`src/logic/cxe_pkg.sv`:
```
/*
 * cxe_pkg: constants, types and helpers for the clear/call/inc/dec
 * execution core.
 * assumes one 20 MHz core clock and an APB master on the same clock.
 */
// Function
// RULE1: clear-working loads 00h into working register and sets zero flag.
// RULE2: call first pushes program counter plus one onto stack top.
// RULE3: call loads its eight-bit operand into program counter bits 7..0.
// RULE4: call copies status bits 6:5 to counter bits 10:9, clears bit 8.
// RULE5: call takes two instruction cycles and changes no status flag.
// RULE6: clear-watchdog zeroes watchdog count, sets timeout and power-down flags.
// RULE7: clear-watchdog clears prescaler only when assigned to the watchdog.
// RULE8: clear-file writes 00h into addressed file register and sets zero.
// RULE9: destination bit 0 sends result to working, 1 back to file.
// RULE10: complement-file inverts register, sends to destination, updates zero.
// RULE11: decrement-file subtracts one, sends to destination, updates only zero.
// RULE12: increment-file adds one, sends to destination, updates only zero.
// RULE13: inc/dec wrap modulo 256; carry and digit carry untouched.
package cxe_pkg;

	// ----------------------------------------------------------------
	// widths
	// ----------------------------------------------------------------
	localparam int DW = 8;
	localparam int AW = 5;
	localparam int PCW = 11;
	localparam int APB_AW = 12;
	localparam int STACK_DEPTH = 2;
	localparam int FILES = 32;

	// ----------------------------------------------------------------
	// register map (byte addresses)
	// ----------------------------------------------------------------
	localparam logic [APB_AW-1:0] ADDR_INSTR = 12'h000;
	localparam logic [APB_AW-1:0] ADDR_WREG = 12'h004;
	localparam logic [APB_AW-1:0] ADDR_STATUS = 12'h008;
	localparam logic [APB_AW-1:0] ADDR_PC = 12'h00C;
	localparam logic [APB_AW-1:0] ADDR_STACK = 12'h010;
	localparam logic [APB_AW-1:0] ADDR_WDT = 12'h014;
	localparam logic [APB_AW-1:0] ADDR_CTRL = 12'h018;
	localparam logic [APB_AW-1:0] ADDR_FILE_BASE = 12'h080;
	localparam logic [APB_AW-1:0] FILE_REGION_MASK = 12'hF80;
	localparam int FILE_IDX_LSB = 2;

	// ----------------------------------------------------------------
	// instruction word fields
	// ----------------------------------------------------------------
	localparam int INS_OP_LSB = 0;
	localparam int INS_OP_W = 4;
	localparam int INS_FILE_LSB = 4;
	localparam int INS_DEST_BIT = 9;
	localparam int INS_K_LSB = 16;

	// ----------------------------------------------------------------
	// status, control and watchdog fields
	// ----------------------------------------------------------------
	localparam int ST_C = 0;
	localparam int ST_DC = 1;
	localparam int ST_Z = 2;
	localparam int ST_PD = 3;
	localparam int ST_TO = 4;
	localparam int ST_PA_LO = 5;
	localparam int ST_PA_HI = 6;
	localparam logic [DW-1:0] STATUS_RESET = 8'h18;
	localparam logic [DW-1:0] STATUS_SW_MASK = 8'hE7;
	localparam int CTRL_PSA = 0;
	localparam int CTRL_BUSY = 1;
	localparam int WDT_PRE_LSB = 8;
	localparam int PC_BIT8 = 8;
	localparam int PC_HI_LSB = 9;
	localparam logic [DW-1:0] ZERO8 = 8'h00;
	localparam logic [DW-1:0] ONE8 = 8'h01;
	localparam logic [DW-1:0] ALL8 = 8'hFF;
	localparam logic [PCW-1:0] PC_STEP = 11'h001;

	// ----------------------------------------------------------------
	// types
	// ----------------------------------------------------------------
	typedef enum logic [3:0] {
		OP_NOP = 4'h0,
		OP_CLEAR_WORKING_INSTR = 4'h1,
		OP_CLEAR_FILE_INSTR = 4'h2,
		OP_COMPLEMENT_FILE_INSTR = 4'h3,
		OP_DECREMENT_FILE_INSTR = 4'h4,
		OP_INCREMENT_FILE_INSTR = 4'h5,
		OP_CALL = 4'h6,
		OP_CLEAR_WATCHDOG_INSTR = 4'h7
	} cxe_op_t;

	typedef enum logic [1:0] {
		S_IDLE = 2'b00,
		S_CALL2 = 2'b01
	} cxe_state_t;

	typedef struct packed {
		logic psel;
		logic penable;
		logic pwrite;
		logic [APB_AW-1:0] paddr;
		logic [31:0] pwdata;
	} cxe_apb_req_t;

	typedef struct packed {
		logic pready;
		logic [31:0] prdata;
		logic pslverr;
	} cxe_apb_rsp_t;

	typedef struct packed {
		logic [DW-1:0] result;
		logic zero;
		logic toWorking;
	} cxe_alu_out_t;

	typedef struct packed {
		cxe_state_t state;
		logic [DW-1:0] w;
		logic [DW-1:0] status;
		logic [PCW-1:0] pc;
		logic [STACK_DEPTH-1:0][PCW-1:0] stack;
		logic [DW-1:0] callK;
		logic [DW-1:0] wdt;
		logic [DW-1:0] pre;
		logic psaWdt;
		logic [FILES-1:0][DW-1:0] files;
		logic [31:0] rdata;
		logic err;
	} cxe_core_t;

	// ----------------------------------------------------------------
	// helpers
	// ----------------------------------------------------------------
	function automatic logic isZero(input logic [DW-1:0] v);
		return v == ZERO8;
	endfunction

	function automatic logic isFileAddr(input logic [APB_AW-1:0] a);
		return (a & FILE_REGION_MASK) == ADDR_FILE_BASE;
	endfunction

endpackage

```
`src/logic/cxe_alu.sv`:
```
/*
 * cxe_alu: combinational result path for clear, complement,
 * decrement and increment of one byte.
 * assumes the caller writes the result where toWorking points.
 */
module cxe_alu
	import cxe_pkg::*;
(
	input wire cxe_op_t op,
	input wire logic [DW-1:0] operand,
	input wire logic destFile,
	output cxe_alu_out_t out
);

	// ----------------------------------------------------------------
	// result and zero
	// ----------------------------------------------------------------
	always_comb begin
		out.result = operand;
		out.toWorking = ~destFile; // RULE9
		case (op)
			OP_CLEAR_WORKING_INSTR: begin
				out.result = ZERO8; // RULE1
				out.toWorking = 1'b1;
			end
			OP_CLEAR_FILE_INSTR: begin
				out.result = ZERO8; // RULE8
				out.toWorking = 1'b0;
			end
			OP_COMPLEMENT_FILE_INSTR: out.result = ~operand; // RULE10
			OP_DECREMENT_FILE_INSTR: out.result = operand - ONE8; // RULE11 RULE13
			OP_INCREMENT_FILE_INSTR: out.result = operand + ONE8; // RULE12 RULE13
			default: out.result = operand;
		endcase
		out.zero = isZero(out.result);
	end

endmodule // cxe_alu

```
`src/logic/cxe_exec_core.sv`:
```
/*
 * cxe_exec_core: executes clear, call, watchdog-clear, complement,
 * decrement and increment instructions written over APB.
 * assumes an APB master on core_clk; instruction words come in
 * through the instruction register.
 */
module cxe_exec_core
	import cxe_pkg::*;
(
	input wire logic core_clk,
	input wire logic reset_n,
	input wire cxe_apb_req_t apbReq,
	output cxe_apb_rsp_t apbRsp
);

	// ----------------------------------------------------------------
	// state
	// ----------------------------------------------------------------
	cxe_core_t st;
	cxe_core_t next_st;
	cxe_alu_out_t aluOut;
	cxe_op_t opIn;
	logic [AW-1:0] fileIn;
	logic destIn;
	logic [DW-1:0] kIn;
	logic [DW-1:0] operand;
	logic idle;
	logic xferDone;
	logic wrDone;
	logic instrGo;
	logic [AW-1:0] busFile;
	logic preWrap;
	logic [31:0] readMux;
	logic readErr;

	assign idle = (st.state == S_IDLE);
	assign xferDone = apbReq.psel && apbReq.penable && idle;
	assign wrDone = xferDone && apbReq.pwrite;
	assign instrGo = wrDone && (apbReq.paddr == ADDR_INSTR);
	assign opIn = cxe_op_t'(apbReq.pwdata[INS_OP_LSB +: INS_OP_W]);
	assign fileIn = apbReq.pwdata[INS_FILE_LSB +: AW];
	assign destIn = apbReq.pwdata[INS_DEST_BIT];
	assign kIn = apbReq.pwdata[INS_K_LSB +: DW];
	assign operand = st.files[fileIn];
	assign busFile = apbReq.paddr[FILE_IDX_LSB +: AW];
	assign preWrap = (st.pre == ALL8);

	// ----------------------------------------------------------------
	// apb response
	// ----------------------------------------------------------------
	assign apbRsp = '{pready: idle, prdata: st.rdata,
		pslverr: st.err && apbReq.penable};

	cxe_alu u_alu (
		.op(opIn),
		.operand(operand),
		.destFile(destIn),
		.out(aluOut)
	);

	// ----------------------------------------------------------------
	// read decode
	// ----------------------------------------------------------------
	always_comb begin
		readMux = 32'h0000_0000;
		readErr = 1'b0;
		if (isFileAddr(apbReq.paddr)) begin
			readMux[DW-1:0] = st.files[busFile];
		end else begin
			case (apbReq.paddr)
				ADDR_INSTR: readMux = 32'h0000_0000;
				ADDR_WREG: readMux[DW-1:0] = st.w;
				ADDR_STATUS: readMux[DW-1:0] = st.status;
				ADDR_PC: readMux[PCW-1:0] = st.pc;
				ADDR_STACK: readMux[PCW-1:0] = st.stack[0];
				ADDR_WDT: begin
					readMux[DW-1:0] = st.wdt;
					readMux[WDT_PRE_LSB +: DW] = st.pre;
				end
				ADDR_CTRL: begin
					readMux[CTRL_PSA] = st.psaWdt;
					readMux[CTRL_BUSY] = ~idle;
				end
				default: readErr = 1'b1;
			endcase
		end
	end

	// ----------------------------------------------------------------
	// next state
	// ----------------------------------------------------------------
	always_comb begin
		next_st = st;
		// read data is captured before the completing edge
		if (apbReq.psel && !xferDone) begin
			next_st.rdata = readMux;
			next_st.err = readErr;
		end

		// free-running watchdog and prescaler
		next_st.pre = st.pre + ONE8;
		if (!st.psaWdt || preWrap) begin
			next_st.wdt = st.wdt + ONE8;
			if (st.wdt == ALL8) begin
				next_st.status[ST_TO] = 1'b0;
			end
		end

		// software register writes
		if (wrDone && !instrGo) begin
			if (isFileAddr(apbReq.paddr)) begin
				next_st.files[busFile] = apbReq.pwdata[DW-1:0];
			end else begin
				case (apbReq.paddr)
					ADDR_WREG: next_st.w = apbReq.pwdata[DW-1:0];
					ADDR_STATUS: begin
						next_st.status = (next_st.status
							& ~STATUS_SW_MASK)
							| (apbReq.pwdata[DW-1:0] & STATUS_SW_MASK);
					end
					ADDR_PC: next_st.pc = apbReq.pwdata[PCW-1:0];
					ADDR_CTRL: next_st.psaWdt = apbReq.pwdata[CTRL_PSA];
					default: next_st.w = st.w;
				endcase
			end
		end

		// instruction execution
		case (st.state)
			S_IDLE: begin
				if (instrGo) begin
					next_st.pc = st.pc + PC_STEP;
					case (opIn)
						OP_CLEAR_WORKING_INSTR, OP_CLEAR_FILE_INSTR, OP_COMPLEMENT_FILE_INSTR, OP_DECREMENT_FILE_INSTR, OP_INCREMENT_FILE_INSTR: begin
							if (aluOut.toWorking) begin
								next_st.w = aluOut.result; // RULE9
							end else begin
								next_st.files[fileIn] = aluOut.result; // RULE9
							end
							// only zero moves; carry bits stay
							next_st.status[ST_Z] = aluOut.zero; // RULE13
						end
						OP_CALL: begin
							next_st.stack[1] = st.stack[0];
							next_st.stack[0] = st.pc + PC_STEP; // RULE2
							next_st.pc = st.pc;
							next_st.callK = kIn;
							next_st.state = S_CALL2; // RULE5
						end
						OP_CLEAR_WATCHDOG_INSTR: begin
							next_st.wdt = ZERO8; // RULE6
							next_st.status[ST_TO] = 1'b1; // RULE6
							next_st.status[ST_PD] = 1'b1; // RULE6
							if (st.psaWdt) begin
								next_st.pre = ZERO8; // RULE7
							end
						end
						default: next_st.w = st.w;
					endcase
				end
			end
			S_CALL2: begin
				next_st.pc[DW-1:0] = st.callK; // RULE3
				next_st.pc[PC_BIT8] = 1'b0; // RULE4
				next_st.pc[PC_HI_LSB +: ST_PA_HI - ST_PA_LO + 1] =
					st.status[ST_PA_HI:ST_PA_LO]; // RULE4
				next_st.state = S_IDLE; // RULE5
			end
			default: next_st.state = S_IDLE;
		endcase
	end

	// ----------------------------------------------------------------
	// registers
	// ----------------------------------------------------------------
	always_ff @(posedge core_clk or negedge reset_n) begin
		if (!reset_n) begin
			st <= '0;
			st.state <= S_IDLE;
			st.status <= STATUS_RESET;
		end else begin
			st <= next_st;
		end
	end
endmodule // cxe_exec_core

```
`config.mk`:
```
export PLATFORM = sky130hd
export DESIGN_NAME = cxe_exec_core
export DESIGN_NICKNAME = d
export VERILOG_FILES = /design/src/logic/cxe_pkg.sv /design/src/logic/cxe_alu.sv /design/src/logic/cxe_exec_core.sv
export SDC_FILE = /design/constraint.sdc
export NUM_CORES = 1
export LEC_CHECK = 0
export BUFFER_PORTS_ARGS = -buffer_cell sky130_fd_sc_hd__buf_2
export CAP_MARGIN = 20
export CORE_MARGIN = 2
export CORE_UTILIZATION = 30
export CTS_CLUSTER_SIZE = 16
export DETAILED_ROUTE_END_ITERATION = 6
export PLACE_DENSITY_LB_ADDON = 0.12
export SKIP_LAST_GASP = 1
export SYNTH_ARGS = -nofsm -noshare
export SYNTH_HDL_FRONTEND = slang
export SYNTH_SLANG_ARGS = --single-unit
```
`constraint.sdc`:
```
create_clock -name core_clk -period 4.7 [get_ports core_clk]
set_input_delay 0.47 -clock core_clk [delete_from_list [all_inputs] [get_ports core_clk]]
set_output_delay 0.47 -clock core_clk [all_outputs]
set_load 0.05 [all_outputs]
```
==> results by group, run 1 <==
Run status
  – Status: complete, but fails checks
  – Violated checks: negative hold slack

Global route
  – Largest net degree at the start of global routing: 110
  – First-pass GRT wire length: around 130000 um
  – GRT Total Usage: 0.2333
  – Global route overflow: 0
  – Vias in the first global route: between 15000 and 20000
  – Antenna violations before repair: 2

Synthesis
  – Async set-reset flop share out of synthesis: 1.000
  – Yosys warns: 0
  – Sequential-to-total area share from yosys stat: 0.3885
  – Mapped Avg Cell Area: slightly below 10 um2
  – #FFs+latches synth: around 340
  – Ys flop type: dfrtp_1
  – Distinct cells, synth: 84
  – Mapped Area: about 0.022 mm2
  – Post-synth EDFFs: 0
  – Mapped Cells: 2212

Layout
  – Commonest non-fill, non-tap cell in the layout: dfrtp_1
  – Fillers: 7300
  – Nets: 2349
  – Synth-to-layout area growth: 15.89%
  – Final core occ: 0.3514
  – Most frequent cells in the layout: dfrtp_1 (335), a21oi_1 (283), nor2b_1 (261)
  – Share of cells above drive strength 1: 0.2143
  – Fin cells: approximately 3300

Timing
  – RSZ-0062 raised after global routing: no
  – Final setup fails: 0
  – Fmax: about 0.24 GHz
  – Worst hold slack: -0.03093 ns
  – Fin crit share: 0.8798
  – Max Slew Vio Count: 0
  – Final count of hold timing violations: 32
  – Minimum clock period: 4.135 ns
  – Worst Skew: between 0.03 and 0.04 ns
  – Tightest Pin Transition: a little over 0.9 ns
  – Slew margin rel.: 0.3920

Clock network
  – CTS Sinks: approximately 340
  – Number of H-tree levels: 2
  – Clock-pin slew on the worst setup and hold paths: 0.05 ns
  – Clk buf depth: 3
  – CTS root buf: clkbuf_16
  – Clk_lat worst skew: about 0.60 ns
  – CTS tree: yes
  – Hold-fix buffers at CTS: 0
  – Number of CTS-inserted buffers: 44
  – Post-CTS sizing: 0
  – Setup Fix Bufs, Post-CTS: 0

Die
  – CORE AREA: between 0.07 and 0.08 mm2
  – IO Pins: between 80 and 90
  – Die height: 273.0 um
  – Die Area: 0.07454 mm2
  – Die width: about 270 um
  – Rows: approximately 100
  – Starting Density: 0.3032

Placement
  – IO buf count: 53
  – Gp weighted congestion: 0.9430
  – Dpl hpwl: approximately 60000 um
  – Placed Cells: approximately 3200

Power and ir drop
  – Leak pwr: 0.01111 uW
  – PD cells: ~280 mW/mm2
  – VDD IR max: approximately 0.24 mV

Setup path
  – CP Max Fanout: 27
  – Crit path DAT: roughly 4.6 ns
  – CP endpoint kind: flop
  – Crit path kind: primary input to flop
  – Type of origin of the critical path: primary input
  – Req. time, crit path: 5.19 ns

Detailed routing
  – DR pass1 iterations: 5
  – Post-route ant nets: 0
  – Residual DRC count: 0
  – DR iter-0 viols: 1994
  – Via count: around 19000
  – Avg WL per Cell: between 20 and 30 um
  – Vias per inst: slightly below 6
  – Post-Route WL: slightly below 90000 um

Run
  – Max cap viols: 0

Min path
  – Min-delay worst type: primary input to asynchronous set/reset pin
-- report_power, final --
group	internal (uW)	total, uW	switching [uW]
clock	1950	3350	1390
combinational	234	774	540
sequential	2950	3000	53.7
-- area by class of cell --
cell class / count / area [um2] / share of cell area
Multi-Input combinational cell: 1644 / 12100 / 0.4809
Antenna cell: 1 / 2.502 / 0.00009945
Clock inverter: 6 / 41.29 / 0.001641
Sequential cell: 337 / 8436 / 0.3353
Timing Repair Buffer: 249 / 1986 / 0.07892
Inverter: 14 / 52.55 / 0.002089
Clock buffer: 74 / 1356 / 0.05390
Tap cell: 950 / 1189 / 0.04724
-- worst paths after layout --
path,to,cells after the start,slack (ns),startpoint
min in group core_clk,st[311]$_DFFE_PN0P_,2,0.11,apbReq[21]
max in group asynchronous,st[240]$_DFF_PN0_,2,3.57,reset_n
max,st[248]$_DFF_PN0_,16,0.56,apbReq[4]
min reg2reg,apbRsp[16]$_DFFE_PN0P_,2,0.46,apbRsp[16]$_DFFE_PN0P_
max reg2reg,st[248]$_DFF_PN0_,14,0.65,st[188]$_DFF_PN0_
min,st[323]$_DFFE_PN0P_,1,-0.03,reset_n
-- routing by layer --
layer | part of all wire | up-vias | track usage
met5 | 0 | - | 0
met2 | 0.45 | 676 | 0.3621
met3 | 0.059 | 110 | 0.03277
li1 | - | 8387 | -
met4 | 0.028 | 0 | 0.06414
met1 | 0.46 | 9717 | 0.3383
-- synth_stat cells, types with 5 or more instances --
library cell  number  area share
o22ai_1           44       0.013
dfrtp_1          335        0.39
buf_2             62       0.014
nand3b_1           6      0.0021
clkbuf_1         110       0.019
buf_1              7      0.0012
or4bb_1            6      0.0031
or3_1              5      0.0014
nor3_1             8      0.0018
a21oi_2           33       0.013
a22oi_1           15      0.0052
xor2_1            12      0.0048
o21ai_0           38      0.0088
nand4_1            6      0.0017
a222oi_1          12      0.0055
mux2i_1           99       0.046
a21oi_1          283       0.065
inv_1             12      0.0021
buf_4             38       0.013
and3_1            17      0.0049
nor2_1           127       0.022
nor4_1             6      0.0017
mux4_2            87       0.090
a31oi_1            9      0.0026
nand2_1           95       0.016
nor2_2            10      0.0029
nor2b_1          261       0.075
ha_1               9      0.0052
xnor2_1           12      0.0048
mux2_2            33       0.017
nand2b_1           9      0.0026
buf_6             13      0.0067
a211oi_1         250       0.086
nand3_1           40      0.0092
-- cell families (layout without fill, tap and decap cells) --
family / count (synthesis) / after routing / synth area share
buf+inv: 246 / 343 / 0.05821
fa+ha+maj: 10 / 10 / 0.006109
compound gates: 741 / 741 / 0.2227
flops: 337 / 337 / 0.3885
simple gates: 632 / 632 / 0.1606
other cells: 1 / 17 / 0.0001727
mux: 221 / 221 / 0.1540
xor+xnor: 24 / 24 / 0.009682
-- worst max-delay path, stage by stage --
cell	delay (ns)
buf_4	0.34
buf_12	0.20
mux4_2	0.53
o21ai_0	0.48
o32ai_1	0.18
nor3_2	0.13
buf_4	0.17
inv_1	0.05
ha_1	0.32
a41o_1	0.22
a2111oi_0	0.39
o2bb2ai_1	0.26
a41oi_1	0.16
and3b_1	0.31
buf_12	0.20
a21oi_1	0.16
-- per-stage QoR --
stage / cell area (um2) / worst slack (ns) / setup TNS (ns) / total power [uW] / hold slack, ns
after CTS: 25160 / 0.5739 / 0 / 7192 / 0.005841
after detailed placement: 23760 / -0.03855 / -0.4671 / 3822 / 0.4558
after global placement: 23760 / 0.01108 / 0 / 3816 / 0.4491
final: 25160 / 0.5649 / 0 / 7120 / -0.03093
after floorplan: 21770 / 0.7070 / 0 / 3471 / 0.1744
after global routing: 25160 / 0.3331 / 0 / 7364 / 0.03619
-- flip-flops by register name (all words and copies together) (netlist names) --
register	count
st	321
apbRsp	16
Note: power is estimated with default switching activity, not from simulation.
==> run 2, diff against run 1 <==
--- a/config.mk
+++ b/config.mk
@@ -5,10 +5,12 @@
 export SDC_FILE = /design/constraint.sdc
 export NUM_CORES = 1
 export LEC_CHECK = 0
+export ABC_CLOCK_PERIOD_IN_PS = 4700
 export BUFFER_PORTS_ARGS = -buffer_cell sky130_fd_sc_hd__buf_2
 export CAP_MARGIN = 20
 export CORE_MARGIN = 2
 export CORE_UTILIZATION = 30
+export CTS_BUF_LIST = sky130_fd_sc_hd__clkbuf_8
 export CTS_CLUSTER_SIZE = 16
 export DETAILED_ROUTE_END_ITERATION = 6
 export PLACE_DENSITY_LB_ADDON = 0.12
==> constraint.sdc (replaced) <==
create_clock -name core_clk -period 4.7 [get_ports core_clk]
set_input_delay 0.47 -clock core_clk [delete_from_list [all_inputs] [get_ports core_clk]]
set_output_delay 0.47 -clock core_clk [all_outputs]
set_load 0.005 [all_outputs]
==> run 2 against run 1 <==
Compared with the run above:
- the flow now finishes without violations
- sequential power about the same
- via count is 1.3% higher
- maximum frequency is 1.5% higher
- critical path type unchanged
- critical endpoint is now st[56]$_DFF_PN0_
- wire length is 0.51% higher
- highest routed layer unchanged
==> results by group, run 2 (synthesized netlist as in run 1, its figures left out) <==
Run status
  – Status: completed

Timing
  – Fmax: between 0.2 and 0.25 GHz
  – RSZ-0062 raised after global routing: no
  – Slew margin rel.: 0.3893
  – Worst Skew: around 0.064 ns
  – Fin crit share: 0.8669
  – Minimum clock period: 4.075 ns
  – Final count of hold timing violations: 0
  – Max Slew Vio Count: 0
  – Tightest Pin Transition: approximately 0.92 ns
  – Final setup fails: 0

Power and ir drop
  – Clk pwr share: 0.465
  – Logic pwr share: 0.105
  – Sw Pwr: between 2000 and 2500 uW
  – Internal: between 4000 and 5000 uW
  – PD cells: roughly 280 mW/mm2
  – Total power: between 6000 and 7000 uW
  – Flop pwr share: 0.430
  – Leak pwr: between 0.01 and 0.015 uW
  – Sw frac: 0.2946
  – VDD IR max: roughly 0.16 mV

Placement
  – Dpl hpwl: 60660 um
  – Placed instance area: around 0.024 mm2
  – Placed Cells: 3194
  – IO buf count: between 50 and 60
  – Gp weighted congestion: 0.9430

Layout
  – Design area: 0.02529 mm2
  – Fillers: around 7300
  – Largest Register: st
  – Largest register FFs: approximately 320
  – Fin cells: between 3000 and 4000
  – Synth-to-layout area growth: 16.51%
  – Commonest non-fill, non-tap cell in the layout: dfrtp_1
  – Share of cells above drive strength 1: 0.2239
  – Most frequent cells in the layout: dfrtp_1 (335), a21oi_1 (283), nor2b_1 (261)
  – Footprint of the multi-input gates: 0.01210 mm2
  – Nets: 2384
  – FF+latch area: 0.008436 mm2

Setup path
  – Worst-path cell chain: buf_4 -> buf_12 -> mux4_2 -> o21ai_0 -> o32ai_1 -> nor3_2 -> buf_4 -> inv_1 -> ha_1 -> a41o_1 -> a2111oi_0 -> o2bb2ai_1 -> a41oi_1 -> and3b_1 -> buf_12 -> a21oi_1
  – Type of origin of the critical path: primary input
  – Crit path DAT: between 4 and 5 ns
  – Crit path kind: primary input to flop
  – Critical-path top delay cell: mux4_2
  – Req. time, crit path: about 5.3 ns
  – CP Max Fanout: 27
  – Highest cell delay on the worst timing path: 0.53 ns
  – Buf/Inv on CP: 5
  – CP top delay family: compound AO/OA/AOI/OAI gates
  – CP endpoint kind: flop

Global route
  – GRT Total Usage: 0.2350
  – First-pass GRT wire length: between 100000 and 150000 um
  – Global route overflow: 0
  – Largest net degree at the start of global routing: 110
  – Antenna violations before repair: 3
  – Vias in the first global route: 18400

Die
  – CORE AREA: 0.07161 mm2
  – IO Pins: 83
  – Die height: 273.0 um
  – Die width: about 270 um
  – Rows: 98
  – Die Area: around 0.075 mm2
  – Starting Density: 0.3032

Run
  – Max cap viols: 0

Detailed routing
  – Post-route ant nets: 0
  – Via count: around 19000
  – Residual DRC count: 0
  – DR pass1 iterations: 6
  – Vias per inst: between 5 and 6
  – Avg WL per Cell: around 26 um
  – DR iter-0 viols: roughly 1900
  – Post-Route WL: ~88000 um

Clock network
  – Clk buf depth: 3
  – Number of H-tree levels: 3
  – CTS Sinks: 337
  – CTS root buf: clkbuf_8
  – Number of CTS-inserted buffers: 70
  – Clock-pin slew on the worst setup and hold paths: approximately 0.050 ns
  – Clk_lat worst skew: 0.70 ns
  – CTS tree: yes
  – Post-CTS sizing: 0

Min path
  – Min-delay worst type: primary input to flop
[run 2: cell types whose count changed in the layout (fill, tap and decap cells not counted), sizes merged]
cell and delta:
bufinv +1, clkbuf +12, clkinv -2, diode +1, dlygate4sd3 +9, inv +36
[run 2: worst paths after layout]
path | from | to | slack, ns | cells after the start
min in group asynchronous | reset_n | st[310]$_DFFE_PN0P_ | 0.44 | 2
min | apbReq[10] | st[346]$_DFFE_PN0N_ | 0.28 | 4
max reg2reg | st[188]$_DFF_PN0_ | st[56]$_DFF_PN0_ | 0.65 | 14
max | apbReq[4] | st[56]$_DFF_PN0_ | 0.63 | 16
min reg2reg | apbRsp[16]$_DFFE_PN0P_ | apbRsp[16]$_DFFE_PN0P_ | 0.46 | 2
max in group asynchronous | reset_n | st[230]$_DFF_PN0_ | 3.08 | 3
[run 2: power by group through the flow]
stage	Clock (uW)	Sequential [uW]	Combinational [uW]
4_1_cts	3340	3000	736
6_report	3250	3000	733
3_3_place_gp	0	3050	724
2_1_floorplan	0	3030	395
3_5_place_dp	0	3050	729
5_1_grt	3480	3000	784
[run 2: through the flow]
step                      utilization  TNS, ns  worst slack (ns)  hold WS, ns
after floorplan                     -        0            0.7070       0.1744
after global placement         0.3318        0           0.01108       0.4491
final                          0.3532        0            0.6254       0.2779
after detailed placement       0.3318  -0.4671          -0.03855       0.4558
after global routing           0.3532        0            0.3457       0.3147
after CTS                      0.3532        0            0.6717       0.2217
[run 2: what timing repair did]
item                                   CTS  global route
setup endpoints to repair                0             0
hold buffers                             9             0
endpoints found under the hold margin  111             0
setup buffers                            0             0
[run 2: area by class of cell]
| cell class | instances | share of cell area |
|---|---|---|
| repair buffers | 258 | 0.08206 |
| inverters | 14 | 0.002078 |
| well taps | 950 | 0.04699 |
| clock inverters | 41 | 0.01004 |
| multi-input cells | 1644 | 0.4783 |
| clock buffers | 86 | 0.04679 |
| flip-flops and latches | 337 | 0.3335 |
| diodes | 2 | 0.0001979 |
[run 2: layer usage]
layer | global-route usage | wire, um
met3 | 0.04666 | 5834
met5 | 0 | 0
met4 | 0.06874 | 2286
met1 | 0.3322 | 39780
met2 | 0.3627 | 40040
[run 2: worst reg2reg max path, cell delays in order, from the launching register on]
cell,delay [ns]
dfrtp_1,0.40
mux4_2,0.51
o21ai_0,0.51
o32ai_1,0.18
nor3_2,0.14
buf_4,0.17
inv_1,0.05
ha_1,0.32
a41o_1,0.22
a2111oi_0,0.39
o2bb2ai_1,0.27
a41oi_1,0.16
and3b_1,0.31
buf_12,0.20
a21oi_1,0.16
